[src/design/ormt_params.svh]
// constants for the output reference, margin and telemetry block
`ifndef ORMT_PARAMS_SVH
`define ORMT_PARAMS_SVH
// ****************************************
// command codes
// ****************************************
`define ORMT_CMD_OPERATION 8'h01
`define ORMT_CMD_STORE_ALL 8'h11
`define ORMT_CMD_VOUT 8'h21
`define ORMT_CMD_TRIM 8'h22
`define ORMT_CMD_SCALE 8'h29
`define ORMT_CMD_CAL_OFFSET 8'h39
`define ORMT_CMD_READ_VOUT 8'h8b
`define ORMT_CMD_READ_IOUT 8'h8c
`define ORMT_CMD_MARGIN_HIGH 8'hd5
`define ORMT_CMD_MARGIN_LOW 8'hd6
// ****************************************
// fields and reset values
// ****************************************
`define ORMT_OP_ON_BIT 7
`define ORMT_OP_MHI_BIT 5
`define ORMT_OP_MLO_BIT 4
`define ORMT_OP_RESET 8'h00
`define ORMT_VOUT_RESET 10'h100
`define ORMT_TRIM_RESET 7'h00
`define ORMT_MARGIN_RESET 8'h00
`define ORMT_CAL_RESET 12'h000
`define ORMT_SCALE_UNITY 16'h0000
`define ORMT_SCALE_HALF 16'h0001
`define ORMT_MARGIN_MAX 31
`define ORMT_MARGIN_MIN (-64)
// ****************************************
// reference scaling
// ****************************************
`define ORMT_LSB_UV 1953
`define ORMT_DAC_MIN_UV 350000
`define ORMT_DAC_MAX_UV 1650000
`endif

[src/design/ormt_pkg.sv]
// types for the output reference, margin and telemetry block
package ormt_pkg;
  typedef enum logic [2:0] {
    ORMT_MRG_NONE = 3'h1,
    ORMT_MRG_HIGH = 3'h2,
    ORMT_MRG_LOW = 3'h4
  } ormt_margin_t;

  // margin state from the two operation bits; high wins if both set
  function automatic ormt_margin_t ormtMarginOf(input logic hi,
                                                input logic lo);
    if (hi)
      return ORMT_MRG_HIGH;
    else if (lo)
      return ORMT_MRG_LOW;
    return ORMT_MRG_NONE;
  endfunction : ormtMarginOf
endpackage : ormt_pkg

[src/design/ormt_avg_if.sv]
// carrier between the telemetry core and one averaging channel
`timescale 1ns/1ps
interface ormt_avg_if #(parameter int W = 12);
  logic sampleValid;
  logic [W-1:0] sample;
  logic signed [W-1:0] offset;
  logic [W-1:0] corrected;
  logic [W-1:0] average;
  modport sink(input sampleValid, input sample, input offset,
               output corrected, output average);
  modport source(output sampleValid, output sample, output offset,
                 input corrected, input average);
endinterface : ormt_avg_if

[src/design/ormt_top.sv]
// output reference, margin and telemetry logic of the step-down module
//
// Contract
// - trim shifts reference by signed -64..+63 steps of 1.953 mV.
// - store-all command saves trim to nonvolatile storage.
// - separate signed margin-high and margin-low codes, -64 to 31.
// - operation command picks margin none, high or low.
// - reference = vout times scale plus trim plus gated margins.
// - reference stays inside 0.35 V to 1.65 V dac span.
// - loop scale accepts only 1 (default) or 0.5.
// - fault pulls shared line low; low shared line stops switching.
// - 50% sync clock; master locks rising edge, slave falling edge.
// - current sampled at middle of low-side drive interval.
// - current digitized, averaged, kept in read-only register.
// - sinking current reported as zero.
// - output voltage digitized, averaged, kept in read-only register.
// - calibration offset corrects current for telemetry and overcurrent.
// - operation bit 7 turns conversion on and off.
`timescale 1ns/1ps
`include "ormt_params.svh"
module ormt_top #(
  parameter int ADC_W = 12,
  parameter int AVG_LOG2 = 4,
  parameter int LS_W = 10
) (
  input wire logic mclk,
  input wire logic srst,
  input wire logic cmdWrite,
  input wire logic cmdRead,
  input wire logic [7:0] cmdCode,
  input wire logic [15:0] cmdWData,
  output logic [15:0] cmdRData,
  output logic [9:0] errorAmpReference,
  output logic convEnable,
  output logic switchEnable,
  input wire logic faultIn,
  input wire logic sharedCompFaultLineIn,
  output logic sharedCompFaultLineOut,
  output logic sharedCompFaultLineOeN,
  input wire logic syncPin,
  input wire logic slaveStrap,
  output logic phaseLock,
  input wire logic lowSideDrive,
  output logic sampleCurrent,
  input wire logic adcIValid,
  input wire logic [ADC_W-1:0] adcIData,
  input wire logic adcVValid,
  input wire logic [ADC_W-1:0] adcVData,
  output logic [ADC_W-1:0] currentCorrected,
  output logic nvmStore,
  output logic [6:0] nvmTrim
);
  localparam int REF_MIN = (`ORMT_DAC_MIN_UV + `ORMT_LSB_UV - 1)
                           / `ORMT_LSB_UV;
  localparam int REF_MAX = `ORMT_DAC_MAX_UV / `ORMT_LSB_UV;

  if (ADC_W < 4 || ADC_W > 16 || LS_W < 2 || LS_W > 16)
  begin : g_chk
    $error("ormt_top: unsupported adc or interval counter width");
  end

  // ****************************************
  // command registers
  // ****************************************
  ormt_avg_if #(.W(ADC_W)) iCh ();
  ormt_avg_if #(.W(ADC_W)) vCh ();
  logic [7:0] opReg, next_opReg;
  logic [9:0] voutReg, next_voutReg;
  logic signed [6:0] trimReg, next_trimReg;
  logic signed [7:0] mhiReg, next_mhiReg;
  logic signed [7:0] mloReg, next_mloReg;
  logic scaleHalf, next_scaleHalf;
  logic [ADC_W-1:0] calReg, next_calReg;
  logic [15:0] next_cmdRData;
  logic next_nvmStore;

  function automatic logic signed [7:0] marginSat(input logic [15:0] d);
    if ($signed(d) > `ORMT_MARGIN_MAX)
      return 8'(`ORMT_MARGIN_MAX);
    if ($signed(d) < `ORMT_MARGIN_MIN)
      return 8'(`ORMT_MARGIN_MIN);
    return d[7:0];
  endfunction : marginSat

  always_comb
  begin
    next_opReg = opReg;
    next_voutReg = voutReg;
    next_trimReg = trimReg;
    next_mhiReg = mhiReg;
    next_mloReg = mloReg;
    next_scaleHalf = scaleHalf;
    next_calReg = calReg;
    next_nvmStore = 1'b0;
    next_cmdRData = cmdRData;
    if (cmdWrite)
    begin
      case (cmdCode)
        `ORMT_CMD_OPERATION: next_opReg = cmdWData[7:0];
        `ORMT_CMD_VOUT: next_voutReg = cmdWData[9:0];
        `ORMT_CMD_TRIM: next_trimReg = cmdWData[6:0];
        `ORMT_CMD_MARGIN_HIGH: next_mhiReg = marginSat(cmdWData);
        `ORMT_CMD_MARGIN_LOW: next_mloReg = marginSat(cmdWData);
        `ORMT_CMD_CAL_OFFSET: next_calReg = cmdWData[ADC_W-1:0];
        `ORMT_CMD_STORE_ALL: next_nvmStore = 1'b1;
        `ORMT_CMD_SCALE:
        begin
          if (cmdWData == `ORMT_SCALE_HALF)
            next_scaleHalf = 1'b1;
          else if (cmdWData == `ORMT_SCALE_UNITY)
            next_scaleHalf = 1'b0;
        end
        default: ;
      endcase
    end
    if (cmdRead)
    begin
      case (cmdCode)
        `ORMT_CMD_OPERATION: next_cmdRData = {8'h00, opReg};
        `ORMT_CMD_VOUT: next_cmdRData = {6'h00, voutReg};
        `ORMT_CMD_TRIM: next_cmdRData = 16'($signed(trimReg));
        `ORMT_CMD_MARGIN_HIGH: next_cmdRData = 16'($signed(mhiReg));
        `ORMT_CMD_MARGIN_LOW: next_cmdRData = 16'($signed(mloReg));
        `ORMT_CMD_SCALE: next_cmdRData = {15'h0000, scaleHalf};
        `ORMT_CMD_CAL_OFFSET: next_cmdRData = 16'(calReg);
        `ORMT_CMD_READ_IOUT: next_cmdRData = 16'(iCh.average);
        `ORMT_CMD_READ_VOUT: next_cmdRData = 16'(vCh.average);
        default: next_cmdRData = 16'h0000;
      endcase
    end
  end

  always_ff @(posedge mclk)
  begin
    if (srst)
    begin
      opReg <= `ORMT_OP_RESET;
      voutReg <= `ORMT_VOUT_RESET;
      trimReg <= `ORMT_TRIM_RESET;
      mhiReg <= `ORMT_MARGIN_RESET;
      mloReg <= `ORMT_MARGIN_RESET;
      scaleHalf <= 1'b0;
      calReg <= `ORMT_CAL_RESET;
      nvmStore <= 1'b0;
      nvmTrim <= `ORMT_TRIM_RESET;
      cmdRData <= 16'h0000;
    end
    else
    begin
      opReg <= next_opReg;
      voutReg <= next_voutReg;
      trimReg <= next_trimReg;
      mhiReg <= next_mhiReg;
      mloReg <= next_mloReg;
      scaleHalf <= next_scaleHalf;
      calReg <= next_calReg;
      nvmStore <= next_nvmStore;
      nvmTrim <= next_nvmStore ? trimReg : nvmTrim;
      cmdRData <= next_cmdRData;
    end
  end

  // ****************************************
  // reference sum and clamp
  // ****************************************
  ormt_pkg::ormt_margin_t margin;
  logic signed [12:0] refSum;
  logic [9:0] next_ref;

  always_comb
  begin
    margin = ormt_pkg::ormtMarginOf(opReg[`ORMT_OP_MHI_BIT],
                                    opReg[`ORMT_OP_MLO_BIT]);
    refSum = $signed({3'b000, scaleHalf ? {1'b0, voutReg[9:1]} : voutReg})
             + 13'(trimReg);
    case (margin)
      ormt_pkg::ORMT_MRG_HIGH: refSum = refSum + 13'(mhiReg);
      ormt_pkg::ORMT_MRG_LOW: refSum = refSum + 13'(mloReg);
      default: ;
    endcase
    if (refSum < REF_MIN)
      next_ref = 10'(REF_MIN);
    else if (refSum > REF_MAX)
      next_ref = 10'(REF_MAX);
    else
      next_ref = refSum[9:0];
  end

  // ****************************************
  // pins, parallel operation, sampling point
  // ****************************************
  logic [1:0] shS, syS, lsS, stS;
  logic syPrev, lsPrev;
  logic [LS_W-1:0] lsCnt, next_lsCnt, lsLen, next_lsLen;

  always_comb
  begin
    next_lsCnt = lsCnt;
    next_lsLen = lsLen;
    if (lsS[1])
      next_lsCnt = LS_W'(lsCnt + 1'b1);
    else
      next_lsCnt = '0;
    if (lsPrev && !lsS[1])
      next_lsLen = lsCnt; // length of the last low-side interval
  end

  always_ff @(posedge mclk)
  begin
    if (srst)
    begin
      errorAmpReference <= 10'(REF_MIN);
      shS <= 2'b11;
      syS <= 2'b00;
      lsS <= 2'b00;
      stS <= 2'b00;
      syPrev <= 1'b0;
      lsPrev <= 1'b0;
      lsCnt <= '0;
      lsLen <= '0;
      sharedCompFaultLineOeN <= 1'b1;
    end
    else
    begin
      errorAmpReference <= next_ref;
      shS <= {shS[0], sharedCompFaultLineIn};
      syS <= {syS[0], syncPin};
      lsS <= {lsS[0], lowSideDrive};
      stS <= {stS[0], slaveStrap};
      syPrev <= syS[1];
      lsPrev <= lsS[1];
      lsCnt <= next_lsCnt;
      lsLen <= next_lsLen;
      sharedCompFaultLineOeN <= !faultIn;
    end
  end

  assign sharedCompFaultLineOut = 1'b0;
  assign convEnable = opReg[`ORMT_OP_ON_BIT];
  assign switchEnable = convEnable && shS[1] && !faultIn;
  assign phaseLock = stS[1] ? (syPrev && !syS[1])
                            : (!syPrev && syS[1]);
  assign sampleCurrent = lsS[1] && (lsCnt == (lsLen >> 1));

  // ****************************************
  // telemetry channels
  // ****************************************
  assign iCh.sampleValid = adcIValid;
  assign iCh.sample = adcIData;
  assign iCh.offset = calReg;
  assign vCh.sampleValid = adcVValid;
  assign vCh.sample = adcVData;
  assign vCh.offset = '0;
  assign currentCorrected = iCh.corrected;

  ormt_avg #(.W(ADC_W), .LOG2N(AVG_LOG2)) uCur (.mclk(mclk), .srst(srst),
                                                 .ch(iCh));
  ormt_avg #(.W(ADC_W), .LOG2N(AVG_LOG2)) uVolt (.mclk(mclk), .srst(srst),
                                                  .ch(vCh));

  // ****************************************
  // checks
  // ****************************************
  a_ref_span: assert property (@(posedge mclk) disable iff (srst)
    errorAmpReference >= REF_MIN && errorAmpReference <= REF_MAX)
    else $error("reference outside dac span");
  a_ref_sat: assert property (@(posedge mclk) disable iff (srst)
    refSum > REF_MAX |=> errorAmpReference == REF_MAX)
    else $error("reference did not saturate high");
  a_conv_bit: assert property (@(posedge mclk) disable iff (srst)
    cmdWrite && cmdCode == `ORMT_CMD_OPERATION
    |=> convEnable == $past(cmdWData[7]))
    else $error("conversion enable does not follow bit 7");
  a_fault_pull: assert property (@(posedge mclk) disable iff (srst)
    faultIn |=> !sharedCompFaultLineOeN)
    else $error("fault did not pull shared line");
  a_shared_stop: assert property (@(posedge mclk) disable iff (srst)
    !sharedCompFaultLineIn [*2] |-> ##1 !switchEnable)
    else $error("switching kept with shared line low");
  a_lock_edge: assert property (@(posedge mclk) disable iff (srst)
    phaseLock |-> (stS[1] ? $fell(syS[1]) : $rose(syS[1])))
    else $error("lock on the wrong sync edge");
  a_trim_store: assert property (@(posedge mclk) disable iff (srst)
    cmdWrite && cmdCode == `ORMT_CMD_STORE_ALL
    |=> nvmStore ##1 nvmTrim == $past(trimReg, 2))
    else $error("trim not stored");
  a_scale_only: assert property (@(posedge mclk) disable iff (srst)
    cmdWrite && cmdCode == `ORMT_CMD_SCALE && cmdWData > `ORMT_SCALE_HALF
    |=> $stable(scaleHalf))
    else $error("illegal loop scale accepted");
  a_margin_high: assert property (@(posedge mclk) disable iff (srst)
    opReg[`ORMT_OP_MHI_BIT] && refSum > REF_MIN && refSum < REF_MAX
    |=> $signed({3'b000, errorAmpReference}) == $past(refSum))
    else $error("margin high sum not applied");
  c_margin_high: cover property (@(posedge mclk) disable iff (srst)
    margin == ormt_pkg::ORMT_MRG_HIGH ##1 margin == ormt_pkg::ORMT_MRG_LOW);
  c_slave_lock: cover property (@(posedge mclk) disable iff (srst)
    stS[1] && phaseLock);
  c_mid_sample: cover property (@(posedge mclk) disable iff (srst)
    sampleCurrent ##[1:20] adcIValid);
endmodule : ormt_top

[src/design/ormt_avg.sv]
// offset correction, clip at zero and block averaging of adc samples
`timescale 1ns/1ps
module ormt_avg #(
  parameter int W = 12,
  parameter int LOG2N = 4
) (
  input wire logic mclk,
  input wire logic srst,
  ormt_avg_if.sink ch
);
  localparam int WA = W + LOG2N;

  if (W < 4 || W > 16 || LOG2N < 1 || LOG2N > 8)
  begin : g_chk
    $error("ormt_avg: unsupported width or averaging depth");
  end

  logic signed [W+1:0] corr;
  logic [W-1:0] clipped;
  logic [WA-1:0] acc;
  logic [WA-1:0] next_acc;
  logic [WA-1:0] sum;
  logic [LOG2N-1:0] cnt;
  logic [LOG2N-1:0] next_cnt;
  logic [W-1:0] average;
  logic [W-1:0] next_average;
  logic [W-1:0] corrected;
  logic [W-1:0] next_corrected;

  // ****************************************
  // correction and averaging
  // ****************************************
  always_comb
  begin
    corr = $signed({2'b00, ch.sample}) + $signed({{2{ch.offset[W-1]}},
                                                   ch.offset});
    if (corr < 0)
      clipped = '0;
    else if (corr[W])
      clipped = '1;
    else
      clipped = corr[W-1:0];
    sum = WA'(acc + {{LOG2N{1'b0}}, clipped});
    next_acc = acc;
    next_cnt = cnt;
    next_average = average;
    next_corrected = corrected;
    if (ch.sampleValid)
    begin
      next_corrected = clipped;
      next_cnt = LOG2N'(cnt + 1'b1);
      if (&cnt)
      begin
        next_average = sum[WA-1:LOG2N];
        next_acc = '0;
      end
      else
        next_acc = sum;
    end
  end

  always_ff @(posedge mclk)
  begin
    if (srst)
    begin
      acc <= '0;
      cnt <= '0;
      average <= '0;
      corrected <= '0;
    end
    else
    begin
      acc <= next_acc;
      cnt <= next_cnt;
      average <= next_average;
      corrected <= next_corrected;
    end
  end

  assign ch.average = average;
  assign ch.corrected = corrected;

  // ****************************************
  // checks
  // ****************************************
  a_neg_clip: assert property (@(posedge mclk) disable iff (srst)
    ch.sampleValid && corr < 0 |=> corrected == '0)
    else $error("negative current not reported as zero");
  a_avg_hold: assert property (@(posedge mclk) disable iff (srst)
    !ch.sampleValid |=> $stable(average))
    else $error("average changed without a sample");
endmodule : ormt_avg

[config.mk]
export PLATFORM = sky130hd
export DESIGN_NAME = ormt_top
export DESIGN_NICKNAME = d
export VERILOG_FILES = /design/src/design/ormt_pkg.sv /design/src/design/ormt_avg_if.sv /design/src/design/ormt_top.sv /design/src/design/ormt_avg.sv
export VERILOG_INCLUDE_DIRS = /design/src /design/src/design
export SDC_FILE = /design/constraint.sdc
export NUM_CORES = 1
export LEC_CHECK = 0
export BUFFER_PORTS_ARGS = -buffer_cell sky130_fd_sc_hd__buf_4
export CAP_MARGIN = 0
export CORE_MARGIN = 2
export CORE_UTILIZATION = 45
export CTS_BUF_LIST = sky130_fd_sc_hd__clkbuf_8
export DETAILED_ROUTE_END_ITERATION = 10
export PLACE_DENSITY_LB_ADDON = 0.12
export SYNTH_ARGS = -nofsm -noshare
export SYNTH_HDL_FRONTEND = slang
export SYNTH_SLANG_ARGS = --single-unit
[constraint.sdc]
create_clock -name mclk -period 6.1 [get_ports mclk]
set_input_delay 1.83 -clock mclk [delete_from_list [all_inputs] [get_ports mclk]]
set_output_delay 1.83 -clock mclk [all_outputs]
set_load 0.1 [all_outputs]
# [Yosys cells after proc, flatten, opt, wreduce, memory -nomap -nowiden]
# Cells that the tools add are included.
[op_classes] mul=0 n_mux=37 eq_ne=14 bitwise=1 n_shift=0 add_sub_neg=9 div_mod_pow=0 magnitude_cmp=6 reduce_logical=26
[op_table] op="16-bit case mux with 9 select lines" count=1
[op_table] op="8-bit 2-to-1 mux" count=6
[op_table] op="12-bit 2-to-1 mux" count=3
[op_table] op="16-bit by 12-bit adder with 16-bit output" count=2
[op_table] op="8-bit by 6-bit == test with 1-bit output (second input constant)" count=4
[op_table] op="8-bit == test (second input constant)" count=4
[op_table] op="16-bit 2-to-1 mux" count=2
[op_table] op="12-bit by 8-bit adder with 13-bit output" count=2
[op_table] op="13-bit case mux with 2 select lines" count=1
[op_table] op="10-bit 2-to-1 mux" count=2
[op_table] op="1-bit 2-to-1 mux" count=19
[op_table] op="16-bit by 1-bit == test with 1-bit output (second input constant)" count=1
[op_table] op="16-bit by 6-bit > comparator with 1-bit output (second input constant)" count=1
[op_table] op="16-bit logical NOT" count=1
[op_table] op="16-bit by 7-bit less-than comparator with 1-bit output (second input constant)" count=1
[op_table] op="13-bit by 12-bit adder with 14-bit output" count=1
[op_table] op="14-bit by 1-bit less-than comparator with 1-bit output (second input constant)" count=1
[op_table] op="13-bit by 11-bit > comparator with 1-bit output (second input constant)" count=1
[op_table] op="13-bit by 9-bit less-than comparator with 1-bit output (second input constant)" count=1
[op_table] op="11-bit by 7-bit adder with 12-bit output" count=1
[op_table] op="12-bit by 1-bit less-than comparator with 1-bit output (second input constant)" count=1
[op_table] op="2-bit AND reduction" count=6
[op_table] op="10-bit by 1-bit adder with 10-bit output (second input constant)" count=1
[op_table] op="10-bit by 9-bit == test with 1-bit output" count=1
[op_table] op="15 further kinds" count=29
[word_totals] out_inout_bits=52 ramBits=0 in_bits=59 register_bits=195 latch_bits=0 memories=0 rom_bits=0

# [Depth between registers and ports, before layout]
[depth] ltp_word=9 mapped_depth=21 ltp_nobuf=21

# [Cells and area by module]
# A second synthesis with hierarchy kept.
[unflattened] cells_unflattened=1541 area_unflattened_um2=12662.1
[by_module_without_submodules] mod="ormt_top" n_inst=1 seq_area_each_um2=2302.2 cells_each=799 area_each_um2=6441.2
[by_module_without_submodules] mod="ormt_avg" n_inst=2 seq_area_each_um2=880.8 cells_each=371 area_each_um2=3110.5

# [Least setup slack after synthesis]
# No wires, ideal clock.
[synth_path] path_kind="in2reg" startpoint="input port adcIData[0]" endpoint="register uCur.average[9], in the netlist uCur.ch.average[9]" t_required_ns=6.038 n_path_buf=0 t_arrival_ns=5.602 stages=19 setup_slack_ns=0.435 path_cell_list="ha_1 -> inv_1 -> fa_1 -> nor2b_1 -> o21ai_0 -> a21boi_0 -> o31ai_1 -> mux2i_1 -> nand2_1 -> o21ai_0 -> inv_1 -> ha_1 -> or2_2 -> o31a_1 -> nand3_1 -> a41oi_1 -> a21o_1 -> or4b_2 -> nand3_1"
[synth_between] elab_chain_cells=4
[synth_rtl] item="start: declaration" line_no="ormt_top.sv:46" text="input wire logic [ADC_W-1:0] adcIData,"
[synth_rtl] item="13-bit by 12-bit adder with 14-bit output (*)" line_no="ormt_avg.sv:35" text="corr = $signed({2'b00, ch.sample}) + $signed({{2{ch.offset[W-1]}},"
[synth_rtl] item="14-bit by 1-bit less-than comparator with 1-bit output or 12-bit 2-to-1 mux (tied branches)" line_no="ormt_avg.sv:37, ormt_avg.sv:39"
[synth_rtl] item="12-bit 2-to-1 mux (*)" line_no="ormt_avg.sv:37" text="if (corr < 0)"
[synth_rtl] item="named net uCur.clipped[5]" line_no="ormt_avg.sv:19" text="logic [W-1:0] clipped;"
[synth_rtl] item="16-bit by 12-bit adder with 16-bit output (*)" line_no="ormt_avg.sv:43" text="sum = WA'(acc + {{LOG2N{1'b0}}, clipped});"
[synth_rtl] item="end signal: assignment" line_no="ormt_avg.sv:75" text="average <= next_average;"
[synth_rtl] item="end: declaration" line_no="ormt_avg.sv:25" text="logic [W-1:0] average;"
# The timed path passes the listed nets; every way through them passes the cells marked *.
# A chain may end at the register's enable or synchronous reset.

# [Worst setup path in the final report]
# Ends and elaborated chain as after synthesis.

==> results.json <==
{
  "initial_utilization": 0.456,
  "area_growth_pct": 13.8,
  "drv_slew": 0,
  "rsz0062_at_grt": "no",
  "finalSetupTns_ns": 0,
  "worstSetupEndpointType": "register",
  "cts_root_buffer": "clkbuf_8",
  "antenna_cells": 0,
  "dpl_worst_slack_ns": 0.00433,
  "multi_input_area_mm2": 0.00643,
  "min_to": "shS[1]$_SDFF_PP1_",
  "synth_seq_area_share": 0.358,
  "status": "complete, no violations",
  "synth_cell_types": 77,
  "grt_pass1_vias": 8951,
  "rr_worst_depth": 18,
  "antenna_found_initial": 0,
  "port_buffers": 109,
  "wirelength_um": 29900,
  "ant_nets": 0,
  "hpwlAfterDp_um": 22100,
  "fin_ws_ns": 0.425,
  "synth_warnings": 0,
  "cts_hold_buf": 0,
  "fmax_mhz": 176,
  "fin_nets": 1525,
  "min_period_over_period": 0.930,
  "syn_area_mm2": 0.0107,
  "crit_type": "in -> reg",
  "holdPathStages": 1,
  "pwr_density_cell_mw_per_mm2": 210,
  "grt_pass1_wl_um": 47800,
  "wl_per_cell_um": 17.3,
  "num_io_pins": 111,
  "min_from": "shS[0]$_SDFF_PP1_",
  "cts_tree": "yes",
  "grt_overflow": 0,
  "setup_viol": 0,
  "grt.total_usage": 0.244,
  "irDropWorstVdd_mv": 0.111,
  "cp-start-kind": "primary input",
  "seqCellArea_mm2": 0.00382,
  "viasPerCell": 5.65,
  "synthTopCellsByArea": "dfxtp_1, ha_1, a21oi_1",
  "synth_top_area_cell": "dfxtp_1",
  "cp.arrival_ns": 6.11,
  "clk_pin_slew_ns": 0.11,
  "gp_congestion": 0.921,
  "async_reset_ff_frac": 0,
  "grt_max_degree": 65,
  "synth_enable_flop_cells": 0,
  "core_area_mm2": 0.0234,
  "cts_htree_levels": 4,
  "worstPathMaxFanout": 6,
  "max_cap_viol_count": 0,
  "hold_violations": 0,
  "hold_path_class": "reg -> reg",
  "syn_nets": 1448,
  "syn_area_per_cell_um2": 8.08,
  "cts_resized": 0,
  "ys_ff_latch": 191,
  "maxSlewHeadroom": 0.352,
  "insertion_delay_ns": 0.49,
  "synth-main-ff-cell": "dfxtp_1",
  "cts_setup_buffers": 0,
  "fin_crit_ns": 5.67,
  "finClkSkew_ns": 0.0160,
  "drt_iter0_markers": 952,
  "drive_gt1_frac": 0.137,
  "netlist_instances": 1321,
  "die_area_mm2": 0.0250,
  "yosysTopAreaCellShare": 0.358,
  "r2r_slack_ns": 1.26,
  "r2r_start": "scaleHalf$_SDFFE_PP0P_",
  "die_x_um": 158,
  "fill_cells": 2315,
  "die_h_um": 158,
  "cts_buffers": 17,
  "p_leak_uw": 0.00495,
  "max_slew.worst_pin.slew_ns": 0.972,
  "final_util": 0.519,
  "rows": 56,
  "cp.required_ns": 6.53,
  "worst_r2r_endpoint": "errorAmpReference[2]$_SDFF_PP1_",
  "vias": 9775,
  "firstDrtPassIters": 7,
  "cts_sinks": 191,
  "route.detailed.drc": 0,
  "clk_path_buf_depth": 2
}
==> flip-flops by register name (all words and copies together), names as in the netlist, 12 cells and up <==
register           cells
uCur.ch.corrected     12
uVolt.acc             16
calReg                12
uCur.ch.average       12
cmdRData              13
uCur.acc              16
uVolt.ch.average      12
==> layer usage <==
layer,GRT usage,share of wire,vias up
met5,0,0,-
met4,0.0605,0.019,0
li1,-,-,4849
met3,0.0465,0.072,41
met2,0.375,0.44,296
met1,0.351,0.47,4589
==> synth_stat cells (8+ instances only) <==
cell type and n:
inv_1 42, nand3_1 57, clkbuf_1 57, a21o_1 13, xor2_1 26, o22ai_1 13
a21oi_1 138, a222oi_1 12, xnor2_1 43, or3_1 9, nand2_1 175, nor2_1 137
o21ai_0 37, dfxtp_1 191, nand2b_1 17, nand4_1 9, ha_1 63, o21a_1 9
nor3_1 18, a31oi_1 25, and3_1 10, a22oi_1 22, a221oi_1 8, nor2b_1 15
mux2_2 17, mux2i_1 19
==> area by class of cell <==
cell class                 count  share of cell area
multi-input combinational   1019               0.530
sequential                   191               0.315
timing repair buffer         126              0.0779
tap                          319              0.0329
clock buffer                  17              0.0193
inverter                      43              0.0133
clock inverter                15              0.0124
==> layout by cell type, fill, tap and decap left out, types with 6 or more instances in the layout <==
cell	synthesis	routed
dfxtp_1	191	191
nand2_1	175	175
a21oi_1	138	138
nor2_1	137	137
buf_4	4	126
ha_1	63	63
nand3_1	57	57
xnor2_1	43	43
inv_1	42	42
o21ai_0	37	37
xor2_1	26	26
a31oi_1	25	25
a22oi_1	22	22
mux2i_1	19	19
nand2b_1	17	17
nor3_1	18	17
mux2_2	17	17
clkbuf_8	0	17
nor2b_1	15	15
o22ai_1	13	13
a21o_1	13	13
a222oi_1	12	12
and3_1	10	10
or3_1	9	9
o21a_1	9	9
nand4_1	9	9
a221oi_1	8	8
o31ai_1	7	7
or2_2	7	7
o21bai_1	7	7
a22o_1	7	7
o211ai_1	6	6
a211oi_1	6	6
o21ai_1	6	6
and2_1	6	6
==> worst max path at each step <==
stage / depth (start not counted) / slack, ns / to / start
floorplan: 19 / 0.44 / uCur.ch.average[9]$_SDFFE_PP0P_ / adcIData[0]
global placement: 21 / 0.17 / uCur.ch.average[9]$_SDFFE_PP0P_ / adcIData[0]
detailed placement: 21 / 0.004 / uCur.ch.average[9]$_SDFFE_PP0P_ / adcIData[0]
CTS: 21 / 0.49 / uCur.ch.average[9]$_SDFFE_PP0P_ / adcIData[0]
global route: 21 / 0.12 / uCur.ch.average[9]$_SDFFE_PP0P_ / adcIData[0]
finish: 21 / 0.43 / uCur.ch.average[9]$_SDFFE_PP0P_ / adcIData[0]
==> report_power, final <==
group / switching (µW) / internal [µW]
logic: 268 / 159
clock network: 518 / 304
registers: 22.5 / 1280
==> cell families (layout without fill, tap and decap cells) <==
logic type	count (synthesis)	after routing	share of synthesized area
compound gates	354	354	0.215
fa+ha+maj	68	68	0.0832
simple gates	491	491	0.211
xor+xnor	69	69	0.0566
flops	191	191	0.358
mux	36	36	0.0357
buf+inv	111	201	0.0404
other cells	1	1	0.000351
==> critical path, stage by stage <==
cell and delay [ns]:
buf_4 0.11, ha_1 0.20, inv_1 0.07, fa_1 0.20, nor2b_1 0.05, o21ai_0 0.19
a21boi_0 0.15, o31ai_1 0.38, mux2i_1 0.31, nand2_1 0.18, o21ai_0 0.34, inv_1 0.08
ha_1 0.22, a21o_1 0.16, a21oi_1 0.26, o21ai_0 0.18, nand3_1 0.10, a41oi_1 0.15
a21o_1 0.22, or4b_2 0.63, nand3_1 0.10
==> through the flow <==
step           power, µW  area [µm²]  hold WS [ns]  cells
5_1_grt             2670       12100         0.445   1730
3_5_place_dp        1760       11800         0.402   1698
6_report            2550       12100         0.425   1730
4_1_cts             2570       12100         0.429   1730
2_1_floorplan       1630       10700         0.389   1321
3_3_place_gp        1750       11800         0.396   1698
(Power assumes the default switching activity.)
